`src/core/rtc_time_alarm_params.svh`:
```
// Register offsets, bit positions, reset values and counts of the clock core.
`ifndef RTC_TIME_ALARM_PARAMS_SVH
`define RTC_TIME_ALARM_PARAMS_SVH
`define OFF_SEC         8'h00
`define OFF_SEC_AL      8'h01
`define OFF_MIN         8'h02
`define OFF_MIN_AL      8'h03
`define OFF_HR          8'h04
`define OFF_HR_AL       8'h05
`define OFF_WDAY        8'h06
`define OFF_DATE        8'h07
`define OFF_MON         8'h08
`define OFF_YEAR        8'h09
`define OFF_CTL_A       8'h0A
`define OFF_CTL_B       8'h0B
`define OFF_CTL_C       8'h0C
`define OFF_CTL_D       8'h0D
`define OFF_CENT        8'h48
`define OFF_DALM        8'h49
`define OFF_XFLAG       8'h4A
`define OFF_XEN         8'h4B
`define RAM_BASE        8'h0E
`define RAM_B1_END      8'h40
`define RAM_BYTES       114
`define A_BANK          4
`define A_DV_HI         6
`define A_DV_LO         5
`define DV_RUN          2'h1
`define DV_HOLD         2'h3
`define B_SET           7
`define B_PIE           6
`define B_AIE           5
`define B_UIE           4
`define B_FMT           2
`define B_H24           1
`define FL_PF           2
`define FL_AF           1
`define FL_UF           0
`define D_VALID         8'h80
`define A_RST           8'h20
`define B_RST           8'h02
`define ZERO_RST        8'h00
`define ONE_RST         8'h01
`define DONT_CARE       2'h3
`define OSC_DIV_DEFAULT 32768
`endif

```
`src/core/rtc_time_alarm_pkg.sv`:
```
// Types shared by the clock core.
package rtc_time_alarm_pkg;
  // Host bus phase, one-hot.
  typedef enum logic [1:0] {
    BUS_IDLE = 2'h1,
    BUS_READ = 2'h2
  } bus_state_t;
endpackage : rtc_time_alarm_pkg

```
`src/core/rtc_time_alarm_core.sv`:
```
// Time, calendar and alarm core behind a multiplexed host bus.
`timescale 1ns/10ps
`include "rtc_time_alarm_params.svh"
module rtc_time_alarm_core #(
  parameter int OSC_DIV = `OSC_DIV_DEFAULT
) (
  input  wire logic       clock,
  input  wire logic       nrst,
  input  wire logic [7:0] ad_in,
  output logic      [7:0] ad_out,
  output logic            ad_oe_n,
  input  wire logic       ale,
  input  wire logic       cs_n,
  input  wire logic       rd_n,
  input  wire logic       wr_n,
  input  wire logic       osc_32k,
  input  wire logic       periodic_event,
  input  wire logic [2:0] ext_event,
  output logic            irq_out,
  output logic            irq_oe_n
);
  localparam int DW = $clog2(OSC_DIV);

  // ==========================================================================
  // Elaboration check
  if (OSC_DIV < 2) begin : g_bad_div
    $error("OSC_DIV must be at least 2");
  end

  // ==========================================================================
  // Helper functions
  function automatic logic [7:0] to_bin(input logic [7:0] v,
                                        input logic bcd);
    to_bin = bcd ? ({4'h0, v[7:4]} * 8'd10) + {4'h0, v[3:0]} : v;
  endfunction : to_bin

  function automatic logic [7:0] from_bin(input logic [7:0] b,
                                          input logic bcd);
    from_bin = bcd ? {4'(b / 8'd10), 4'(b % 8'd10)} : b;
  endfunction : from_bin

  function automatic logic [7:0] hr_to24(input logic [7:0] v,
                                         input logic bcd,
                                         input logic h24);
    logic [7:0] h;
    h = to_bin({1'b0, v[6:0]}, bcd);
    if (h24) begin
      hr_to24 = h;
    end else begin
      hr_to24 = ((h == 8'd12) ? 8'd0 : h) + (v[7] ? 8'd12 : 8'd0);
    end
  endfunction : hr_to24

  function automatic logic [7:0] hr_from24(input logic [7:0] h,
                                           input logic bcd,
                                           input logic h24);
    logic       pm;
    logic [7:0] t;
    logic [7:0] e;
    pm = (h >= 8'd12);
    t = pm ? h - 8'd12 : h;
    if (t == 8'd0) begin
      t = 8'd12;
    end
    e = from_bin(t, bcd);
    hr_from24 = h24 ? from_bin(h, bcd) : {pm, e[6:0]};
  endfunction : hr_from24

  function automatic logic alm_ok(input logic [7:0] a, input logic [7:0] t);
    alm_ok = (a[7:6] == `DONT_CARE) || (a == t);
  endfunction : alm_ok

  // ==========================================================================
  // Pin synchronisers
  logic [12:0] sy1_q;
  logic [12:0] sy2_q;
  logic [12:0] sy3_q;

  // Every bus and oscillator pin passes two flops; the third stage only serves edge detection.
  always_ff @(posedge clock) begin
    if (!nrst) begin
      // Idle levels: strobes high, address strobe low, so no false edge.
      sy1_q <= 13'h1C00;
      sy2_q <= 13'h1C00;
      sy3_q <= 13'h1C00;
    end else begin
      sy1_q <= {cs_n, rd_n, wr_n, ale, osc_32k, ad_in};
      sy2_q <= sy1_q;
      sy3_q <= sy2_q;
    end
  end

  wire       cs_s     = ~sy2_q[12];
  wire       rd_fall  = sy3_q[11] & ~sy2_q[11];
  wire       rd_rise  = ~sy3_q[11] & sy2_q[11];
  wire       wr_rise  = ~sy3_q[10] & sy2_q[10];
  wire       ale_fall = sy3_q[9] & ~sy2_q[9];
  wire       osc_rise = ~sy3_q[8] & sy2_q[8];
  wire [7:0] ad_s     = sy2_q[7:0];

  // ==========================================================================
  // Control registers and decode
  logic [7:0] addr_q;
  logic [7:0] a_q;
  logic [7:0] b_q;
  logic [2:0] xen_q;
  logic [7:0] alm_q [3];
  logic [7:0] dalm_q;
  logic [7:0] ram_q [`RAM_BYTES];
  logic [7:0] cnt_q [8];
  logic [7:0] usr_q [8];
  logic [7:0] nxt [8];
  logic [2:0] c_flags_q;
  logic [2:0] held_q;
  logic [2:0] ext_flags_q;
  logic       set_prev_q;
  logic       pending;

  rtc_time_alarm_pkg::bus_state_t bus_q;

  wire       bank1  = a_q[`A_BANK];
  wire       bcd    = ~b_q[`B_FMT];
  wire       h24    = b_q[`B_H24];
  wire       wr_go  = wr_rise & cs_s;
  wire       rd_go  = rd_fall & cs_s;
  wire [7:0] wdata  = ad_s;

  // Time slots: seconds to year, then century in bank 1 only.
  wire       tm_hit = addr_q == `OFF_SEC || addr_q == `OFF_MIN
                   || addr_q == `OFF_HR || addr_q == `OFF_WDAY
                   || addr_q == `OFF_DATE || addr_q == `OFF_MON
                   || addr_q == `OFF_YEAR
                   || (bank1 && addr_q == `OFF_CENT);
  wire [2:0] tm_idx = addr_q == `OFF_SEC  ? 3'h0 :
                      addr_q == `OFF_MIN  ? 3'h1 :
                      addr_q == `OFF_HR   ? 3'h2 :
                      addr_q == `OFF_WDAY ? 3'h3 :
                      addr_q == `OFF_DATE ? 3'h4 :
                      addr_q == `OFF_MON  ? 3'h5 :
                      addr_q == `OFF_YEAR ? 3'h6 : 3'h7;
  wire       al_hit = addr_q == `OFF_SEC_AL || addr_q == `OFF_MIN_AL
                   || addr_q == `OFF_HR_AL;
  wire [1:0] al_idx = addr_q[2:1];
  wire       dal_hit = bank1 && addr_q == `OFF_DALM;
  wire       a_sel  = addr_q == `OFF_CTL_A;
  wire       b_sel  = addr_q == `OFF_CTL_B;
  wire       c_sel  = addr_q == `OFF_CTL_C;
  wire       d_sel  = addr_q == `OFF_CTL_D;
  wire       xf_sel = bank1 && addr_q == `OFF_XFLAG;
  wire       xe_sel = bank1 && addr_q == `OFF_XEN;
  wire       ram_hit = addr_q >= `RAM_BASE && !addr_q[7]
                    && (!bank1 || addr_q < `RAM_B1_END);
  wire [6:0] ram_idx = 7'(addr_q - `RAM_BASE);
  wire       tm_wr  = wr_go && tm_hit;
  wire       ext_wr = wr_go && xf_sel;
  wire       reload = set_prev_q & ~b_q[`B_SET];

  // Read data selection; unmapped locations read zero.
  wire [7:0] rdata = tm_hit  ? usr_q[tm_idx] :
                     al_hit  ? alm_q[al_idx] :
                     dal_hit ? dalm_q :
                     a_sel   ? {1'b0, a_q[6:0]} :
                     b_sel   ? b_q :
                     c_sel   ? {pending, c_flags_q, 4'h0} :
                     d_sel   ? `D_VALID :
                     xf_sel  ? {5'h00, ext_flags_q} :
                     xe_sel  ? {5'h00, xen_q} :
                     ram_hit ? ram_q[ram_idx] : 8'h00;

  // Address latch on the falling strobe, even without chip select.
  always_ff @(posedge clock) begin
    if (!nrst) begin
      addr_q <= 8'h00;
    end else if (ale_fall) begin
      addr_q <= ad_s;
    end
  end

  // Control registers are writable at any time, even mid-update.
  always_ff @(posedge clock) begin
    if (!nrst) begin
      a_q        <= `A_RST;
      b_q        <= `B_RST;
      xen_q      <= 3'h0;
      dalm_q     <= `ONE_RST;
      set_prev_q <= 1'b0;
    end else begin
      set_prev_q <= b_q[`B_SET];
      if (wr_go && a_sel) a_q <= {1'b0, wdata[6:0]};
      if (wr_go && b_sel) b_q <= wdata;
      if (wr_go && xe_sel) xen_q <= wdata[2:0];
      if (wr_go && dal_hit) dalm_q <= wdata;
    end
  end

  // Alarm bytes have a single copy; they never advance.
  for (genvar i = 0; i < 3; i++) begin : g_alm
    always_ff @(posedge clock) begin
      if (!nrst) begin
        alm_q[i] <= `ZERO_RST;
      end else if (wr_go && al_hit && al_idx == 2'(i)) begin
        alm_q[i] <= wdata;
      end
    end
  end

  // User RAM holds data only, so it carries no reset.
  always_ff @(posedge clock) begin
    if (wr_go && ram_hit) begin
      ram_q[ram_idx] <= wdata;
    end
  end

  // ==========================================================================
  // Divider chain and one-second tick
  logic [DW-1:0] div_q;
  wire dv_run  = a_q[`A_DV_HI:`A_DV_LO] == `DV_RUN;
  wire dv_hold = a_q[`A_DV_HI:`A_DV_LO] == `DV_HOLD;
  wire tick    = dv_run && osc_rise && div_q == DW'(OSC_DIV - 1);

  // A held chain restarts a full second when released.
  always_ff @(posedge clock) begin
    if (!nrst || dv_hold) begin
      div_q <= '0;
    end else if (dv_run && osc_rise) begin
      div_q <= tick ? '0 : div_q + 1'b1;
    end
  end

  // ==========================================================================
  // Calendar advance, worked in binary and returned in the active format
  always_comb begin
    logic [7:0] s, m, h, w, d, mo, y, c, dim;
    s  = to_bin(cnt_q[0], bcd);
    m  = to_bin(cnt_q[1], bcd);
    h  = hr_to24(cnt_q[2], bcd, h24);
    w  = to_bin(cnt_q[3], bcd);
    d  = to_bin(cnt_q[4], bcd);
    mo = to_bin(cnt_q[5], bcd);
    y  = to_bin(cnt_q[6], bcd);
    c  = to_bin(cnt_q[7], bcd);
    dim = 8'd31;
    // Plain four-year leap rule; correct through the year 2099.
    case (mo)
      8'd2:    dim = (y[1:0] == 2'h0) ? 8'd29 : 8'd28;
      8'd4, 8'd6, 8'd9, 8'd11: dim = 8'd30;
      default: dim = 8'd31;
    endcase
    s = s + 8'd1;
    if (s >= 8'd60) begin
      s = 8'd0;
      m = m + 8'd1;
    end
    if (m >= 8'd60) begin
      m = 8'd0;
      h = h + 8'd1;
    end
    if (h >= 8'd24) begin
      h = 8'd0;
      w = w + 8'd1;
      d = d + 8'd1;
    end
    if (w > 8'd7) w = 8'd1;
    if (d > dim) begin
      d  = 8'd1;
      mo = mo + 8'd1;
    end
    if (mo > 8'd12) begin
      mo = 8'd1;
      y  = y + 8'd1;
    end
    if (y > 8'd99) begin
      y = 8'd0;
      c = c + 8'd1;
    end
    if (c > 8'd99) c = 8'd0;
    nxt[0] = from_bin(s, bcd);
    nxt[1] = from_bin(m, bcd);
    nxt[2] = hr_from24(h, bcd, h24);
    nxt[3] = from_bin(w, bcd);
    nxt[4] = from_bin(d, bcd);
    nxt[5] = from_bin(mo, bcd);
    nxt[6] = from_bin(y, bcd);
    nxt[7] = from_bin(c, bcd);
  end

  // Internal counters keep running under update inhibit; the user copy
  // freezes so a multi-byte read stays coherent; on release the counters reload from it.
  for (genvar i = 0; i < 8; i++) begin : g_time
    wire       hit_i = tm_wr && tm_idx == 3'(i);
    wire [7:0] wd_i  = (i == 0) ? {1'b0, wdata[6:0]} : wdata;
    always_ff @(posedge clock) begin
      if (!nrst) begin
        cnt_q[i] <= (i >= 3 && i <= 5) ? `ONE_RST : `ZERO_RST;
        usr_q[i] <= (i >= 3 && i <= 5) ? `ONE_RST : `ZERO_RST;
      end else begin
        if (hit_i) usr_q[i] <= wd_i;
        else if (tick && !b_q[`B_SET]) usr_q[i] <= nxt[i];
        if (hit_i && !b_q[`B_SET]) cnt_q[i] <= wd_i;
        else if (reload) cnt_q[i] <= usr_q[i];
        else if (tick) cnt_q[i] <= nxt[i];
      end
    end
  end

  // ==========================================================================
  // Interrupt flags and request
  wire       alarm_hit = alm_ok(alm_q[0], nxt[0]) && alm_ok(alm_q[1], nxt[1])
                      && alm_ok(alm_q[2], nxt[2]);
  wire [2:0] ev_c   = {periodic_event, tick && alarm_hit, tick};
  wire [2:0] en_c   = {b_q[`B_PIE], b_q[`B_AIE], b_q[`B_UIE]};
  wire       c_busy = c_sel && (rd_go || bus_q == rtc_time_alarm_pkg::BUS_READ);
  wire       c_end  = c_busy && rd_rise;

  assign pending = |(c_flags_q & en_c) || |(ext_flags_q & xen_q);

  // Flags stay frozen through a read of C; what arrives meanwhile waits.
  always_ff @(posedge clock) begin
    if (!nrst) begin
      c_flags_q   <= 3'h0;
      held_q      <= 3'h0;
      ext_flags_q <= 3'h0;
    end else begin
      if (c_end) c_flags_q <= held_q | ev_c;
      else if (!c_busy) c_flags_q <= c_flags_q | ev_c;
      held_q <= (c_busy && !c_end) ? held_q | ev_c : 3'h0;
      ext_flags_q <= (ext_wr ? ext_flags_q & wdata[2:0] : ext_flags_q)
                     | ext_event;
    end
  end

  // Open-drain request: the enable is low while the pin is pulled down.
  always_ff @(posedge clock) begin
    if (!nrst) begin
      irq_out  <= 1'b0;
      irq_oe_n <= 1'b1;
    end else begin
      irq_out  <= 1'b0;
      irq_oe_n <= ~pending;
    end
  end

  // ==========================================================================
  // Host read drive
  always_ff @(posedge clock) begin
    if (!nrst) begin
      bus_q   <= rtc_time_alarm_pkg::BUS_IDLE;
      ad_out  <= 8'h00;
      ad_oe_n <= 1'b1;
    end else begin
      case (bus_q)
        rtc_time_alarm_pkg::BUS_IDLE: begin
          if (rd_go) begin
            bus_q   <= rtc_time_alarm_pkg::BUS_READ;
            ad_out  <= rdata;
            ad_oe_n <= 1'b0;
          end
        end
        rtc_time_alarm_pkg::BUS_READ: begin
          if (rd_rise) begin
            bus_q   <= rtc_time_alarm_pkg::BUS_IDLE;
            ad_oe_n <= 1'b1;
          end
        end
        default: begin
          bus_q   <= rtc_time_alarm_pkg::BUS_IDLE;
          ad_oe_n <= 1'b1;
        end
      endcase
    end
  end
endmodule : rtc_time_alarm_core

```
`config.mk`:
```
export PLATFORM = sky130hd
export DESIGN_NAME = rtc_time_alarm_core
export DESIGN_NICKNAME = d
export VERILOG_FILES = /design/src/core/rtc_time_alarm_pkg.sv /design/src/core/rtc_time_alarm_core.sv
export VERILOG_INCLUDE_DIRS = /design/src /design/src/core
export SDC_FILE = /design/constraint.sdc
export NUM_CORES = 2
export LEC_CHECK = 0
export BUFFER_PORTS_ARGS = -buffer_cell sky130_fd_sc_hd__buf_2
export CAP_MARGIN = 20
export CORE_ASPECT_RATIO = 1.1
export CORE_MARGIN = 3
export CORE_UTILIZATION = 45
export DETAILED_ROUTE_END_ITERATION = 8
export PLACE_DENSITY = 0.57
export SETUP_SLACK_MARGIN = 0.3
export SLEW_MARGIN = 20
export SYNTH_ARGS = -nofsm -noshare
export SYNTH_HDL_FRONTEND = slang
export SYNTH_SLANG_ARGS = --single-unit
export TNS_END_PERCENT = 10
```
`constraint.sdc`:
```
create_clock -name clock -period 16.23 [get_ports clock]
set_clock_uncertainty 0.2 [all_clocks]
set_input_delay 1.623 -clock clock [delete_from_list [all_inputs] [get_ports clock]]
set_output_delay 1.623 -clock clock [all_outputs]
set_load 0.1 [all_outputs]
```
==> flow_summary.ini <==
[floorplan]
die-width_microns = 338
core_outline_area_sq_mm = 0.120
dieArea_sq_mm = 0.125
placement_rows = 133
ioPinCount = 30
initial_core_util_pct = 45.5
fp.dieH_microns = 371

[yosys]
synth_seq_cells = 1166
synth_area_sq_mm = 0.0546
synth_compound_area_share_pct = 8.32
post_synth_xor_area_fraction_pct = 2.32
synth_cell_types = 106
synth_largest_area_cell = edfxtp_1
synthSimpleGateAreaFrac_pct = 9.16
post-synth-top-area-fraction_pct = 58.6
post_synth_inst_count = 3760
post_synth.cell_area_avg_sq_um = 14.5
post_synth_mux_area_share_pct = 13.4
synth.yosys.seq_area_share_pct = 62.3
synth.top_cells.by_area = edfxtp_1, mux4_2, dfxtp_1
async_flop_share_pct = 0
synth_top_family_by_area = multiplexers
synth-warning-count = 0
post_synth_fa_ha_maj_area_fraction_pct = 2.72
dominantRegCellSynth = edfxtp_1
synth_edf_count = 1064

[route]
ant_nets = 0
detailedRoute.firstIterationViolations = 3182
drt-pass1-iter-count = 8
route.detailed.vias_per_inst = 5.98
total_routed_wirelength_microns = 139000
post_drt_wl_per_cell_microns = 25.5
detailroute.via_count = 32737
route.detailed.drc = 0

[final_layout]
syn_to_final_growth_pct = 10.6
layout_commonest_cell = edfxtp_1
layout.cells.most_common_list = edfxtp_1, nand2_1, nor2_1
seq_area_sq_mm = 0.0340
layout-drive-gt1-share_pct = 16.1
multiInputGateArea_sq_mm = 0.0197
layout.filler_cells = 10098
n_antenna_cell = 0
final_design_area_no_fill_sq_mm = 0.0603
fin_nets = 3889

[clock_tree]
clk_root_buffer_cell = clkbuf_16
cts_tree = built
cts_htree_levels = 3
clock_path_buffers = 3
postCtsHoldBufs = 0
cts_sinks = 1166
numCtsBuffers = 119
worst_setup_hold_path_clk_slew_ps = 70
post_cts_buffers = 0
worstSkewPairLatency_ps = 710
cts_resized = 0

[sta]
achievable-frequency_ghz = 0.0915
timing.max_slew.rel_slack_pct = 28.7
final_max_slew_violation_count = 0
worstMarginPinSlew_ps = 1060
timing.final.hold_violations = 0
timing.final.crit_share_pct = 67.3
unrepaired_setup_endpoints_after_global_routing = false
crit_path_time_final_ps = 10930
finalSetupViolations = 0
setup_tns_ps = 0

[setup_path]
worst_setup_start_kind = flip-flop
reg2reg_slack_ps = 5300
crit_type = reg -> reg
crit-reg2reg-capture = usr_q[7][3]
worst_path_most_repeated_cell = nand2_1
critPathSlowestCell = nor2_1
crit_path_max_incr_delay_ps = 810
timing.critical_path.required_ps = 16470
worst_path_maximum_fanout = 68
crit-reg2reg-launch = b_q[2]
critPathArrivalTime_ps = 11160
endpoint_kind = flip-flop
worst_r2r_path_depth = 35

[place]
port-buffer-count = 28
final_replace_weighted_congestion = 0.921
placement.cell_area_sq_mm = 0.0565
final_hpwl_dp_microns = 90900

[global_routing]
pin_count_of_the_biggest_net_entering_global_routing = 107
antenna_violations_before_repair = 2
track_usage_pct = 22.2
grt-ovfl-total = 0
first_pass_grt_wire_length_microns = 209000
via_count_of_the_first_global_routing_pass = 32143

[job]
max_cap_viol_count = 0

[min_path]
hold-path-cell-count = 1
start_point_of_the_worst_hold_path = sy1_q[12]
hp-class = reg -> reg
holdPathEnd = sy2_q[12]

[run_status]
status = complete, no violations

[power]
ir_worst_vdd_mv = 0.117
power_density_mw_per_mm2 = 108
leakagePower_uw = 0.0194
==> state kept, by name, indices dropped and copies added, names as in the netlist, 4 cells and up, named ones only <==
signal and cells:
sy2_q 13, a_q 7, alm_q 24, ad_out 8
b_q 8, dalm_q 8, usr_q 64, ram_q 912
sy1_q 13, cnt_q 64, sy3_q 4, addr_q 8
div_q 15
==> worst max path at each step <==
stage,start,endpoint,slack [ps],cells past startpoint
3_3_place_gp,b_q[2],cnt_q[1][27],5300,35
5_1_grt,b_q[2],cnt_q[1][27],4320,35
6_report,b_q[2],usr_q[7][3],5300,35
4_1_cts,b_q[2],cnt_q[1][27],4940,35
3_5_place_dp,b_q[2],cnt_q[1][27],5010,35
2_1_floorplan,b_q[2],cnt_q[1][27],4370,52
==> cells by family (layout without fill, tap and decap cells) <==
logic type	Yosys count	after routing
compound gates	662	662
mux	375	375
fa+ha+maj	110	110
flops	1166	1166
xor+xnor	142	142
simple gates	1063	1063
other cells	2	3
buf+inv	240	334
==> cell type report <==
cell class / instances / share of cell area, %
repair buffers: 79 / 0.904
clock buffers: 155 / 5.49
multi-input cells: 2355 / 32.7
flip-flops and latches: 1166 / 56.4
well taps: 1620 / 3.36
clock inverters: 59 / 0.857
inverters: 41 / 0.255
==> power breakdown <==
part           internal [uW]  switching [uW]  total, uW
registers               3280            32.8       3310
logic                    178             339        517
clock network           1530            1150       2680
==> synth_stat cells (all sizes together), types with 7 or more instances <==
cell type	count
a211o	7
a211oi	17
a21boi	23
a21o	21
a21oi	135
a221oi	16
a222oi	14
a22o	25
a22oi	41
a311oi	7
a31oi	19
and2	83
and3	41
buf	40
clkbuf	159
dfxtp	102
edfxtp	1064
fa	15
ha	93
inv	41
mux2	23
mux2i	70
mux4	282
nand2	338
nand2b	20
nand3	76
nand4	17
nor2	311
nor2b	36
nor3	68
nor4	18
o2111ai	7
o211a	7
o211ai	17
o21a	22
o21ai	153
o221ai	8
o22ai	27
o31ai	22
or3	19
xnor2	87
xor2	55
==> layer usage <==
metal / vias up / part of all wire (%) / GRT usage (%)
li1: 14761 / - / -
met1: 16621 / 43 / 30.8
met2: 1136 / 49 / 37.1
met3: 217 / 5.4 / 2.47
met4: 2 / 2.7 / 6.41
met5: - / 0.0093 / 0
==> worst max-delay path, delay by kind of cell (launching register included) <==
| kind | cells | cell delay [ps] |
|---|---|---|
| simple gates | 12 | 3090 |
| flops | 1 | 640 |
| compound gates | 14 | 3700 |
| mux | 2 | 660 |
| buf+inv | 2 | 710 |
| xor+xnor | 2 | 860 |
| fa+ha+maj | 3 | 740 |
==> per-stage QoR <==
step	hold WS, ps	instances	utilization [%]	worst slack [ps]	power [uW]
floorplan	186	3761	-	4370	3740
global placement	210	5261	47.1	5300	3880
detailed placement	211	5261	47.1	5010	3880
CTS	229	5475	50.3	4940	6550
global route	227	5475	50.3	4320	6720
finish	218	5475	50.3	5300	6510
(Power assumes the default switching activity.)
